### src/core/cvc_pkg.sv
// shared constants for the converter voltage code register slice
package cvc_pkg;

  // register bank port widths
  localparam int ADDR_W = 8;
  localparam int DATA_W = 8;
  localparam int CODE_W = 7;
  localparam int MV_W   = 12;

  ////////////////////////////////////////////////////////////////////////
  // register offsets
  localparam logic [7:0] OFF_CONV4_SLEEP  = 8'h95;
  localparam logic [7:0] OFF_CONV5_NORMAL = 8'h96;
  localparam logic [7:0] OFF_CONV5_SLEEP  = 8'h97;
  localparam logic [7:0] OFF_CONV6_NORMAL = 8'h98;

  ////////////////////////////////////////////////////////////////////////
  // field layout inside each register
  localparam int CODE_MSB = 7;
  localparam int CODE_LSB = 1;
  localparam int FALL_BIT = 0;

  // step size of one code count, in mV, per range
  localparam logic [11:0] STEP_FINE_MV   = 12'h00A;
  localparam logic [11:0] STEP_COARSE_MV = 12'h019;

  // answer to a read of an offset outside this slice
  localparam logic [7:0] UNMAPPED_DATA = 8'h00;

  ////////////////////////////////////////////////////////////////////////
  // factory reset patterns, indexed by device option 0..3
  localparam int NUM_OPTIONS = 4;
  localparam logic [7:0] RST_CONV4_SLEEP  [NUM_OPTIONS] = '{8'h28, 8'h00, 8'hE8, 8'hA8};
  localparam logic [7:0] RST_CONV5_NORMAL [NUM_OPTIONS] = '{8'h70, 8'hE8, 8'h40, 8'hE8};
  localparam logic [7:0] RST_CONV5_SLEEP  [NUM_OPTIONS] = '{8'h70, 8'hE8, 8'h40, 8'hE8};
  localparam logic [7:0] RST_CONV6_NORMAL [NUM_OPTIONS] = '{8'hBE, 8'hDC, 8'h70, 8'h58};

endpackage

### src/core/cvc_vreg.sv
`timescale 1ns/1ps
`default_nettype none

// one 8-bit voltage code register with a factory reset pattern
module cvc_vreg #(
  parameter logic [7:0] RESET_VALUE   = 8'h00,
  parameter bit         FALL_BIT_USED = 1'b1
) (
  input  wire logic       clk,
  input  wire logic       rst,
  input  wire logic       wrEn,
  input  wire logic [7:0] wrData,
  output var  logic [7:0] value
);

  // a reserved low bit is forced to zero on every load path
  localparam logic [7:0] KEEP_MASK = FALL_BIT_USED ? 8'hFF : 8'hFE;

  wire logic [7:0] next_value;

  // mask applied here to the write path; the reset load applies it again on its own
  assign next_value = wrData & KEEP_MASK; // RL8

  ////////////////////////////////////////////////////////////////////////
  // storage
  always_ff @(posedge clk) begin
    if (rst) begin
      value <= RESET_VALUE & KEEP_MASK; // RL7
    end else if (wrEn) begin
      value <= next_value;
    end
  end

  ////////////////////////////////////////////////////////////////////////
  // checks
  a_reset_pattern_load: // RL7
    assert property (@(posedge clk) rst |=> (value == (RESET_VALUE & KEEP_MASK)))
      else $error("register did not load its factory pattern");

  a_reserved_bit_zero: // RL8
    assert property (@(posedge clk) disable iff (rst)
      (!FALL_BIT_USED && wrEn && wrData[0]) |=> (value[0] == 1'b0))
      else $error("reserved bit took a written one");

  a_value_holds_idle:
    assert property (@(posedge clk) disable iff (rst)
      (!wrEn && !$past(rst)) |=> (value == $past(value)))
      else $error("register changed without a write");

endmodule

`default_nettype wire

### src/core/cvc_regs.sv
`timescale 1ns/1ps
`default_nettype none

// Summary of operation
// [RL1] offset 95h bits 7:1 hold the fourth converter's sleep code, read-write
// [RL2] offset 96h bits 7:1 hold the fifth converter's normal code, read-write
// [RL3] offset 97h bits 7:1 hold the fifth converter's sleep code, read-write
// [RL4] offset 98h bits 7:1 hold the sixth converter's normal code, read-write
// [RL5] bit 0 of normal registers: 0 slews down actively, 1 decays passively
// [RL6] each code counts in 10 mV or 25 mV steps per converter range
// [RL7] after reset each register holds its device option's factory pattern
// [RL8] bit 0 of sleep registers is reserved, reads zero, ignores writes
module cvc_regs #(
  parameter int DEVICE_OPTION = 0
) (
  input  wire logic        clk,
  input  wire logic        rst,
  input  wire logic        regWrEn,
  input  wire logic        regRdEn,
  input  wire logic [7:0]  regAddr,
  input  wire logic [7:0]  regWrData,
  input  wire logic        range4Coarse,
  input  wire logic        range5Coarse,
  input  wire logic        range6Coarse,
  output var  logic [7:0]  regRdData,
  output var  logic        regRdValid,
  output logic      [6:0]  conv4SleepCode,
  output logic      [6:0]  conv5NormalCode,
  output logic      [6:0]  conv5SleepCode,
  output logic      [6:0]  conv6NormalCode,
  output logic             conv5PassiveFallSel,
  output logic             conv6PassiveFallSel,
  output var  logic [11:0] conv4SleepDeltaMv,
  output var  logic [11:0] conv5NormalDeltaMv,
  output var  logic [11:0] conv5SleepDeltaMv,
  output var  logic [11:0] conv6NormalDeltaMv
);

  ////////////////////////////////////////////////////////////////////////
  // helpers

  // code times step size; 127 * 25 = 3175 still fits 12 bits
  function automatic logic [11:0] stepDelta(input logic [6:0] code, input logic coarse);
    logic [11:0] step;
    step = coarse ? cvc_pkg::STEP_COARSE_MV : cvc_pkg::STEP_FINE_MV;
    return {5'h00, code} * step;
  endfunction

  ////////////////////////////////////////////////////////////////////////
  // address decode
  wire logic       hitC4Sleep;
  wire logic       hitC5Normal;
  wire logic       hitC5Sleep;
  wire logic       hitC6Normal;
  wire logic       hitAny;
  wire logic [7:0] valC4Sleep;
  wire logic [7:0] valC5Normal;
  wire logic [7:0] valC5Sleep;
  wire logic [7:0] valC6Normal;
  wire logic [7:0] next_regRdData;

  assign hitC4Sleep  = (regAddr == cvc_pkg::OFF_CONV4_SLEEP);  // RL1
  assign hitC5Normal = (regAddr == cvc_pkg::OFF_CONV5_NORMAL); // RL2
  assign hitC5Sleep  = (regAddr == cvc_pkg::OFF_CONV5_SLEEP);  // RL3
  assign hitC6Normal = (regAddr == cvc_pkg::OFF_CONV6_NORMAL); // RL4
  assign hitAny      = hitC4Sleep | hitC5Normal | hitC5Sleep | hitC6Normal;

  ////////////////////////////////////////////////////////////////////////
  // the four registers; sleep ones keep no low bit at all
  cvc_vreg #(
    .RESET_VALUE   (cvc_pkg::RST_CONV4_SLEEP[DEVICE_OPTION]), // RL7
    .FALL_BIT_USED (1'b0)                                     // RL8
  ) u_conv4Sleep (
    .clk    (clk),
    .rst    (rst),
    .wrEn   (regWrEn & hitC4Sleep), // RL1
    .wrData (regWrData),
    .value  (valC4Sleep)
  );

  cvc_vreg #(
    .RESET_VALUE   (cvc_pkg::RST_CONV5_NORMAL[DEVICE_OPTION]), // RL7
    .FALL_BIT_USED (1'b1)                                      // RL5
  ) u_conv5Normal (
    .clk    (clk),
    .rst    (rst),
    .wrEn   (regWrEn & hitC5Normal), // RL2
    .wrData (regWrData),
    .value  (valC5Normal)
  );

  cvc_vreg #(
    .RESET_VALUE   (cvc_pkg::RST_CONV5_SLEEP[DEVICE_OPTION]), // RL7
    .FALL_BIT_USED (1'b0)                                     // RL8
  ) u_conv5Sleep (
    .clk    (clk),
    .rst    (rst),
    .wrEn   (regWrEn & hitC5Sleep), // RL3
    .wrData (regWrData),
    .value  (valC5Sleep)
  );

  cvc_vreg #(
    .RESET_VALUE   (cvc_pkg::RST_CONV6_NORMAL[DEVICE_OPTION]), // RL7
    .FALL_BIT_USED (1'b1)                                      // RL5
  ) u_conv6Normal (
    .clk    (clk),
    .rst    (rst),
    .wrEn   (regWrEn & hitC6Normal), // RL4
    .wrData (regWrData),
    .value  (valC6Normal)
  );

  ////////////////////////////////////////////////////////////////////////
  // field taps straight off the register flops
  assign conv4SleepCode      = valC4Sleep[cvc_pkg::CODE_MSB:cvc_pkg::CODE_LSB];  // RL1
  assign conv5NormalCode     = valC5Normal[cvc_pkg::CODE_MSB:cvc_pkg::CODE_LSB]; // RL2
  assign conv5SleepCode      = valC5Sleep[cvc_pkg::CODE_MSB:cvc_pkg::CODE_LSB];  // RL3
  assign conv6NormalCode     = valC6Normal[cvc_pkg::CODE_MSB:cvc_pkg::CODE_LSB]; // RL4
  assign conv5PassiveFallSel = valC5Normal[cvc_pkg::FALL_BIT];                   // RL5
  assign conv6PassiveFallSel = valC6Normal[cvc_pkg::FALL_BIT];                   // RL5

  // read mux; a read in the same cycle as a write sees the old value
  assign next_regRdData = hitC4Sleep  ? valC4Sleep  :
                          hitC5Normal ? valC5Normal :
                          hitC5Sleep  ? valC5Sleep  :
                          hitC6Normal ? valC6Normal :
                          cvc_pkg::UNMAPPED_DATA;

  ////////////////////////////////////////////////////////////////////////
  // read answer, one cycle after the strobe
  always_ff @(posedge clk) begin
    if (rst) begin
      regRdData  <= 8'h00;
      regRdValid <= 1'b0;
    end else begin
      regRdData  <= regRdEn ? next_regRdData : 8'h00;
      regRdValid <= regRdEn;
    end
  end

  // step scaling is registered so the outputs leave from flops
  always_ff @(posedge clk) begin
    if (rst) begin
      conv4SleepDeltaMv  <= 12'h000;
      conv5NormalDeltaMv <= 12'h000;
      conv5SleepDeltaMv  <= 12'h000;
      conv6NormalDeltaMv <= 12'h000;
    end else begin
      conv4SleepDeltaMv  <= stepDelta(conv4SleepCode, range4Coarse);  // RL6
      conv5NormalDeltaMv <= stepDelta(conv5NormalCode, range5Coarse); // RL6
      conv5SleepDeltaMv  <= stepDelta(conv5SleepCode, range5Coarse);  // RL6
      conv6NormalDeltaMv <= stepDelta(conv6NormalCode, range6Coarse); // RL6
    end
  end

  ////////////////////////////////////////////////////////////////////////
  // checks
  a_conv4_sleep_write: // RL1
    assert property (@(posedge clk) disable iff (rst)
      (regWrEn && regAddr == cvc_pkg::OFF_CONV4_SLEEP)
        |=> (conv4SleepCode == $past(regWrData[7:1])))
      else $error("fourth converter sleep code not written");

  a_conv5_normal_write: // RL2
    assert property (@(posedge clk) disable iff (rst)
      (regWrEn && regAddr == cvc_pkg::OFF_CONV5_NORMAL)
        |=> (conv5NormalCode == $past(regWrData[7:1])))
      else $error("fifth converter normal code not written");

  a_conv5_sleep_read: // RL3
    assert property (@(posedge clk) disable iff (rst)
      (regRdEn && !regWrEn && regAddr == cvc_pkg::OFF_CONV5_SLEEP)
        |=> (regRdValid && regRdData == {conv5SleepCode, 1'b0}))
      else $error("fifth converter sleep read mismatch");

  a_conv6_normal_read: // RL4
    assert property (@(posedge clk) disable iff (rst)
      (regRdEn && !regWrEn && regAddr == cvc_pkg::OFF_CONV6_NORMAL)
        |=> (regRdData == {conv6NormalCode, conv6PassiveFallSel}))
      else $error("sixth converter normal read mismatch");

  a_fall_select_write: // RL5
    assert property (@(posedge clk) disable iff (rst)
      (regWrEn && regAddr == cvc_pkg::OFF_CONV5_NORMAL)
        |=> (conv5PassiveFallSel == $past(regWrData[0])))
      else $error("fifth converter fall select not written");

  // delta lags code and range by one edge, so a write in between must not trip this
  a_step_delta_scale: // RL6
    assert property (@(posedge clk) disable iff (rst)
      !$past(rst)
        |=> (conv6NormalDeltaMv == 12'($past(conv6NormalCode)) *
             ($past(range6Coarse) ? cvc_pkg::STEP_COARSE_MV : cvc_pkg::STEP_FINE_MV)))
      else $error("sixth converter step scaling wrong");

  a_reset_conv5_normal: // RL7
    assert property (@(posedge clk)
      rst |=> ({conv5NormalCode, conv5PassiveFallSel} == cvc_pkg::RST_CONV5_NORMAL[DEVICE_OPTION]))
      else $error("fifth converter normal reset pattern wrong");

  a_conv4_reserved_read: // RL8
    assert property (@(posedge clk) disable iff (rst)
      (regRdEn && regAddr == cvc_pkg::OFF_CONV4_SLEEP) |=> (regRdData[0] == 1'b0))
      else $error("reserved bit read as one");

  a_unmapped_read_zero:
    assert property (@(posedge clk) disable iff (rst)
      (regRdEn && !hitAny) |=> (regRdValid && regRdData == cvc_pkg::UNMAPPED_DATA))
      else $error("unmapped read not zero");

  a_conv5_sleep_write: // RL3
    assert property (@(posedge clk) disable iff (rst)
      (regWrEn && regAddr == cvc_pkg::OFF_CONV5_SLEEP)
        |=> (conv5SleepCode == $past(regWrData[7:1])))
      else $error("fifth converter sleep code not written");

  a_conv6_normal_write: // RL4
    assert property (@(posedge clk) disable iff (rst)
      (regWrEn && regAddr == cvc_pkg::OFF_CONV6_NORMAL)
        |=> ({conv6NormalCode, conv6PassiveFallSel} == $past(regWrData)))
      else $error("sixth converter normal register not written");

  // answer idles at zero so a host polling late never sees stale data
  a_read_valid_pulse:
    assert property (@(posedge clk) disable iff (rst)
      !$past(rst) |-> (regRdValid == $past(regRdEn)) && (regRdValid || regRdData == 8'h00))
      else $error("read answer not a one-cycle pulse");

endmodule

`default_nettype wire

### config.mk
export PLATFORM = sky130hd
export DESIGN_NAME = cvc_regs
export DESIGN_NICKNAME = d
export VERILOG_FILES = /design/src/core/cvc_pkg.sv /design/src/core/cvc_vreg.sv /design/src/core/cvc_regs.sv
export SDC_FILE = /design/constraint.sdc
export NUM_CORES = 1
export LEC_CHECK = 0
export BUFFER_PORTS_ARGS = -buffer_cell sky130_fd_sc_hd__buf_2
export CAP_MARGIN = 20
export CORE_ASPECT_RATIO = 0.8
export CORE_MARGIN = 4
export CORE_UTILIZATION = 55
export CTS_CLUSTER_SIZE = 16
export DETAILED_ROUTE_END_ITERATION = 12
export PLACE_DENSITY = 0.79
export SLEW_MARGIN = 20
export SYNTH_ARGS = -nofsm -noshare
export SYNTH_HDL_FRONTEND = slang
export SYNTH_SLANG_ARGS = --single-unit
### constraint.sdc
create_clock -name clk -period 5.22 [get_ports clk]
set_input_delay 1.305 -clock clk [delete_from_list [all_inputs] [get_ports clk]]
set_output_delay 1.305 -clock clk [all_outputs]
set_load 0.005 [all_outputs]
==> metrics.txt <==
# TYPE chip_impl_metric gauge
chip_impl_metric{name="share_of_total_power_consumed_by_net_switching",unit="%"} 27.99
chip_impl_metric{name="grt_pass1_wl",unit="µm"} 23310
chip_impl_metric{name="fin_crit",unit="ns"} 4.410
chip_impl_metric{name="detail_route.wirelength",unit="µm"} 14220
chip_impl_metric{name="power_frac_clock",unit="%"} 37.4
chip_impl_metric{name="cell_internal_pwr",unit="mW"} 1.239
chip_impl_metric{name="num_io_pins",unit=""} 110
chip_impl_info{name="hold_path.class",value="flop to flop"} 1
chip_impl_metric{name="post_cts.repair.setup_buffers",unit=""} 0
chip_impl_metric{name="post_synth_and_or_nand_nor_area_fraction",unit="%"} 19.42
chip_impl_info{name="maxUsedRoutingLayer",value="met4"} 1
chip_impl_metric{name="detailroute.wirelength.met3",unit="µm"} 960
chip_impl_metric{name="cts.sinks",unit=""} 87
chip_impl_metric{name="power.share.combinational",unit="%"} 21.0
chip_impl_metric{name="grtUsageTotal",unit="%"} 22.81
chip_impl_metric{name="postSynthCellCount",unit=""} 645
chip_impl_metric{name="proportion_of_synthesized_chip_area_in_sequential_cells",unit="%"} 29.04
chip_impl_metric{name="fp.dieH",unit="µm"} 101.4
chip_impl_metric{name="max-cap-violations",unit=""} 0
chip_impl_metric{name="utilization_after_layout",unit="%"} 66.76
chip_impl_metric{name="initial_utilization",unit="%"} 57.42
chip_impl_metric{name="post_cts_hold_buffer_count",unit=""} 0
chip_impl_metric{name="first_pass_iters",unit=""} 4
chip_impl_metric{name="die_w",unit="µm"} 124.8
chip_impl_metric{name="grt_max_degree",unit=""} 57
chip_impl_metric{name="synth-edff-count",unit=""} 0
chip_impl_metric{name="total_power",unit="mW"} 1.720
chip_impl_metric{name="hold_depth",unit=""} 2
chip_impl_metric{name="ys_types",unit=""} 48
chip_impl_info{name="setup.worst_path.start_class",value="primary input"} 1
chip_impl_metric{name="nFillCells",unit=""} 868
chip_impl_metric{name="worst_slack",unit="ns"} 0.8097
chip_impl_metric{name="synth_compound_area_share",unit="%"} 10.55
chip_impl_metric{name="core_region_area",unit="mm²"} 0.01045
chip_impl_metric{name="dp_worst_setup_slack",unit="ns"} 0.4980
chip_impl_metric{name="vdd_drop_max",unit="µV"} 206.4
chip_impl_metric{name="htreeDepth",unit=""} 3
chip_impl_metric{name="worst_clock_skew",unit="ns"} 0.005792
chip_impl_metric{name="crit_required",unit="ns"} 5.45
chip_impl_metric{name="path_clk_slew",unit="ns"} 0.06
chip_impl_metric{name="grt_overflow_total",unit=""} 0
chip_impl_metric{name="power_per_cell_area",unit="mW/mm²"} 246.6
chip_impl_metric{name="post_synth.cell_area_avg",unit="µm²"} 9.300
chip_impl_metric{name="r2r_cells",unit=""} 11
chip_impl_metric{name="fp.dieArea",unit="mm²"} 0.01265
chip_impl_info{name="timing_worst_setup_path_type",value="primary input to flop"} 1
chip_impl_info{name="grt_setup_unrepaired",value="no"} 1
chip_impl_metric{name="core.rowCount",unit=""} 33
chip_impl_metric{name="power.net_switching",unit="mW"} 0.4814
chip_impl_info{name="ys_dominant_reg_cell",value="sky130_fd_sc_hd__dfxtp_1"} 1
chip_impl_metric{name="wl_met2",unit="µm"} 6499
chip_impl_metric{name="syn-cell-area",unit="mm²"} 0.005998
chip_impl_info{name="tritoncts",value="built"} 1
chip_impl_metric{name="detail_route.wirelength.met1",unit="µm"} 6428
chip_impl_metric{name="yosys-mux-area-fraction",unit="%"} 3.463
chip_impl_metric{name="hold_viol_final",unit=""} 0
chip_impl_metric{name="yosysWarningCount",unit=""} 0
chip_impl_info{name="crit_path_end_kind",value="flop"} 1
chip_impl_metric{name="finalSetupTns",unit="ns"} 0
chip_impl_metric{name="post_synthesis_share_of_cell_area_spent_on_full_adders_half_adders_and_majority_gates",unit="%"} 29.66
chip_impl_info{name="synth_top_family_by_area",value="adder cells"} 1
chip_impl_metric{name="fmax",unit="MHz"} 226.7
chip_impl_metric{name="antenna_cells",unit=""} 0
chip_impl_metric{name="clkLatencyLatePin",unit="ns"} 0.34
chip_impl_metric{name="final_design_area_no_fill",unit="mm²"} 0.006974
chip_impl_metric{name="final_routed_drc_violation_total",unit=""} 0
chip_impl_metric{name="critical_path_peak_fanout",unit=""} 23
chip_impl_metric{name="areaGrowthSynthToFinish",unit="%"} 16.27
chip_impl_metric{name="vias_per_cell",unit=""} 5.379
chip_impl_metric{name="vias",unit=""} 4841
chip_impl_metric{name="net_total_in_the_final_layout",unit=""} 901
chip_impl_info{name="outcome",value="finished clean"} 1
chip_impl_metric{name="crit_arrival",unit="ns"} 4.64
chip_impl_metric{name="tritoncts.num_buffers",unit=""} 9
chip_impl_metric{name="proportion_of_power_drawn_by_flip_flops_and_latches",unit="%"} 41.5
chip_impl_metric{name="cts_max_path_buffers",unit=""} 2
chip_impl_metric{name="gp_congestion",unit=""} 0.8862
chip_impl_metric{name="first_global_vias",unit=""} 4786
chip_impl_metric{name="cts_resized",unit=""} 0
chip_impl_metric{name="synth-seq-cells",unit=""} 87
chip_impl_metric{name="post-route-period-util",unit="%"} 84.49
chip_impl_metric{name="avgRoutedWirePerCell",unit="µm"} 15.80
chip_impl_metric{name="relSlewSlack",unit="%"} 31.17
chip_impl_metric{name="post_synthesis_async_set_or_reset_flop_share",unit="%"} 0
chip_impl_metric{name="post_route_cells_drive_above_1_share",unit="%"} 18.42
chip_impl_info{name="ctsRootBufferMaster",value="sky130_fd_sc_hd__clkbuf_16"} 1
chip_impl_metric{name="dp.final_hpwl",unit="µm"} 11250
chip_impl_metric{name="antenna_left",unit=""} 0
chip_impl_metric{name="synth_xor_xnor_area_share",unit="%"} 2.920
chip_impl_metric{name="antenna_found_initial",unit=""} 0
chip_impl_metric{name="p_leak",unit="nW"} 3.703
chip_impl_metric{name="port_buffers",unit=""} 109
chip_impl_metric{name="dr.first_iter.drc_count",unit=""} 269
chip_impl_metric{name="setup_viol",unit=""} 0
chip_impl_metric{name="placed_cell_area",unit="mm²"} 0.006678
chip_impl_metric{name="drv_slew",unit=""} 0
chip_impl_metric{name="worst-slew-pin-transition",unit="ns"} 1.032
[final cells by class]
cell class	count	area (µm²)	share of cell area, %
Timing Repair Buffer	110	553.0	7.930
Clock inverter	7	71.32	1.023
Sequential cell	87	1742	24.97
Inverter	56	210.2	3.014
Tap cell	140	175.2	2.512
Clock buffer	9	225.2	3.229
Multi-Input combinational cell	491	3998	57.32
[placed cells by master, fill, tap and decap left out, types with 3 or more instances in the layout]
master,count
sky130_fd_sc_hd__buf_2,109
sky130_fd_sc_hd__ha_1,91
sky130_fd_sc_hd__dfxtp_1,87
sky130_fd_sc_hd__nor2_1,63
sky130_fd_sc_hd__inv_1,56
sky130_fd_sc_hd__nand2_1,39
sky130_fd_sc_hd__nor2b_1,34
sky130_fd_sc_hd__fa_1,32
sky130_fd_sc_hd__a21oi_1,25
sky130_fd_sc_hd__o21ai_0,24
sky130_fd_sc_hd__and2_1,23
sky130_fd_sc_hd__mux2i_1,14
sky130_fd_sc_hd__nand2b_1,14
sky130_fd_sc_hd__nand3_1,13
sky130_fd_sc_hd__xnor2_1,13
sky130_fd_sc_hd__a21o_1,12
sky130_fd_sc_hd__nor3_1,11
sky130_fd_sc_hd__conb_1,10
sky130_fd_sc_hd__a211o_1,9
sky130_fd_sc_hd__clkbuf_16,9
sky130_fd_sc_hd__nand3b_1,7
sky130_fd_sc_hd__a22o_1,7
sky130_fd_sc_hd__xor2_1,7
sky130_fd_sc_hd__mux2_2,6
sky130_fd_sc_hd__o211ai_1,4
sky130_fd_sc_hd__and3_1,3
sky130_fd_sc_hd__o31ai_1,3
sky130_fd_sc_hd__nor3b_1,3
sky130_fd_sc_hd__clkinv_2,3
[state kept, by name, indices dropped and copies added, names as in the netlist]
name                 cells
conv4SleepDeltaMv       12
conv5NormalDeltaMv      12
conv5SleepDeltaMv       12
conv6NormalDeltaMv      12
regRdData                8
regRdValid               1
u_conv4Sleep.value       7
u_conv5Normal.value      8
u_conv5Sleep.value       7
u_conv6Normal.value      8
[power by group through the flow]
stage	combinational (mW)	clock (mW)	sequential [mW]
floorplan	0.242	0	0.736
global placement	0.346	0	0.728
detailed placement	0.357	0	0.730
CTS	0.362	0.658	0.715
global route	0.409	0.686	0.718
finish	0.362	0.644	0.715
[cell usage after synthesis (4+ instances only)]
master                     number  area [µm²]
sky130_fd_sc_hd__dfxtp_1       87        1742
sky130_fd_sc_hd__o21ai_0       24       120.1
sky130_fd_sc_hd__a211o_1        9       78.83
sky130_fd_sc_hd__nor2_1        63       236.5
sky130_fd_sc_hd__clkbuf_1      14       52.55
sky130_fd_sc_hd__inv_1         56       210.2
sky130_fd_sc_hd__a21o_1        12       90.09
sky130_fd_sc_hd__nor3_1        11       55.05
sky130_fd_sc_hd__nand3b_1       7       52.55
sky130_fd_sc_hd__mux2i_1       14       140.1
sky130_fd_sc_hd__a22o_1         7       61.31
sky130_fd_sc_hd__fa_1          32       640.6
sky130_fd_sc_hd__a21oi_1       25       125.1
sky130_fd_sc_hd__nand2b_1      14       87.58
sky130_fd_sc_hd__xnor2_1       13       113.9
sky130_fd_sc_hd__ha_1          91        1139
sky130_fd_sc_hd__nor2b_1       34       212.7
sky130_fd_sc_hd__and2_1        23       143.9
sky130_fd_sc_hd__nand2_1       39       146.4
sky130_fd_sc_hd__mux2_2         6       67.56
sky130_fd_sc_hd__xor2_1         7       61.31
sky130_fd_sc_hd__nand3_1       13       65.06
sky130_fd_sc_hd__o211ai_1       4       30.03
[worst max-delay path, stage by stage]
cell and delay, ns:
sky130_fd_sc_hd__buf_2 0.34, sky130_fd_sc_hd__and2_1 0.22, sky130_fd_sc_hd__ha_1 0.26, sky130_fd_sc_hd__fa_1 0.54, sky130_fd_sc_hd__inv_1 0.06, sky130_fd_sc_hd__fa_1 0.54, sky130_fd_sc_hd__inv_1 0.04, sky130_fd_sc_hd__ha_1 0.34
sky130_fd_sc_hd__a21oi_1 0.22, sky130_fd_sc_hd__o21ai_0 0.20, sky130_fd_sc_hd__a31oi_1 0.22, sky130_fd_sc_hd__mux2_2 0.35
[through the flow]
step                      instances  hold WS, ns
final                           900       0.4970
after global routing            900       0.5224
after CTS                       900       0.4985
after detailed placement        884       0.4890
after global placement          884       0.4594
after floorplan                 654       0.4655
[worst paths after layout]
check	startpoint	slack [ns]	endpoint
min reg2reg	u_conv6Normal.value[0]$_SDFFE_PP0P_	0.50	u_conv6Normal.value[0]$_SDFFE_PP0P_
min	u_conv6Normal.value[0]$_SDFFE_PP0P_	0.50	u_conv6Normal.value[0]$_SDFFE_PP0P_
max reg2reg	u_conv6Normal.value[2]$_SDFFE_PP1P_	1.64	conv6NormalDeltaMv[11]$_SDFF_PP0_
max	range5Coarse	0.81	conv5SleepDeltaMv[9]$_SDFF_PP0_
[per-layer routing]
metal / vias to the layer above / global-route usage, %
met3: 27 / 6.220
met4: 0 / 8.509
li1: 2385 / -
met5: - / 0
met1: 2280 / 29.66
met2: 149 / 36.84
[cell families (layout without fill, tap and decap cells)]
logic type / count (synthesis) / count (layout)
multiplexers: 20 / 20
other: 1 / 10
buffers and inverters: 76 / 182
adder cells (fa/ha/maj): 123 / 123
flip-flops: 87 / 87
XOR/XNOR: 20 / 20
AND/OR/NAND/NOR: 223 / 223
AO/OA/AOI/OAI: 95 / 95
Note: power is estimated with default switching activity, not from simulation.
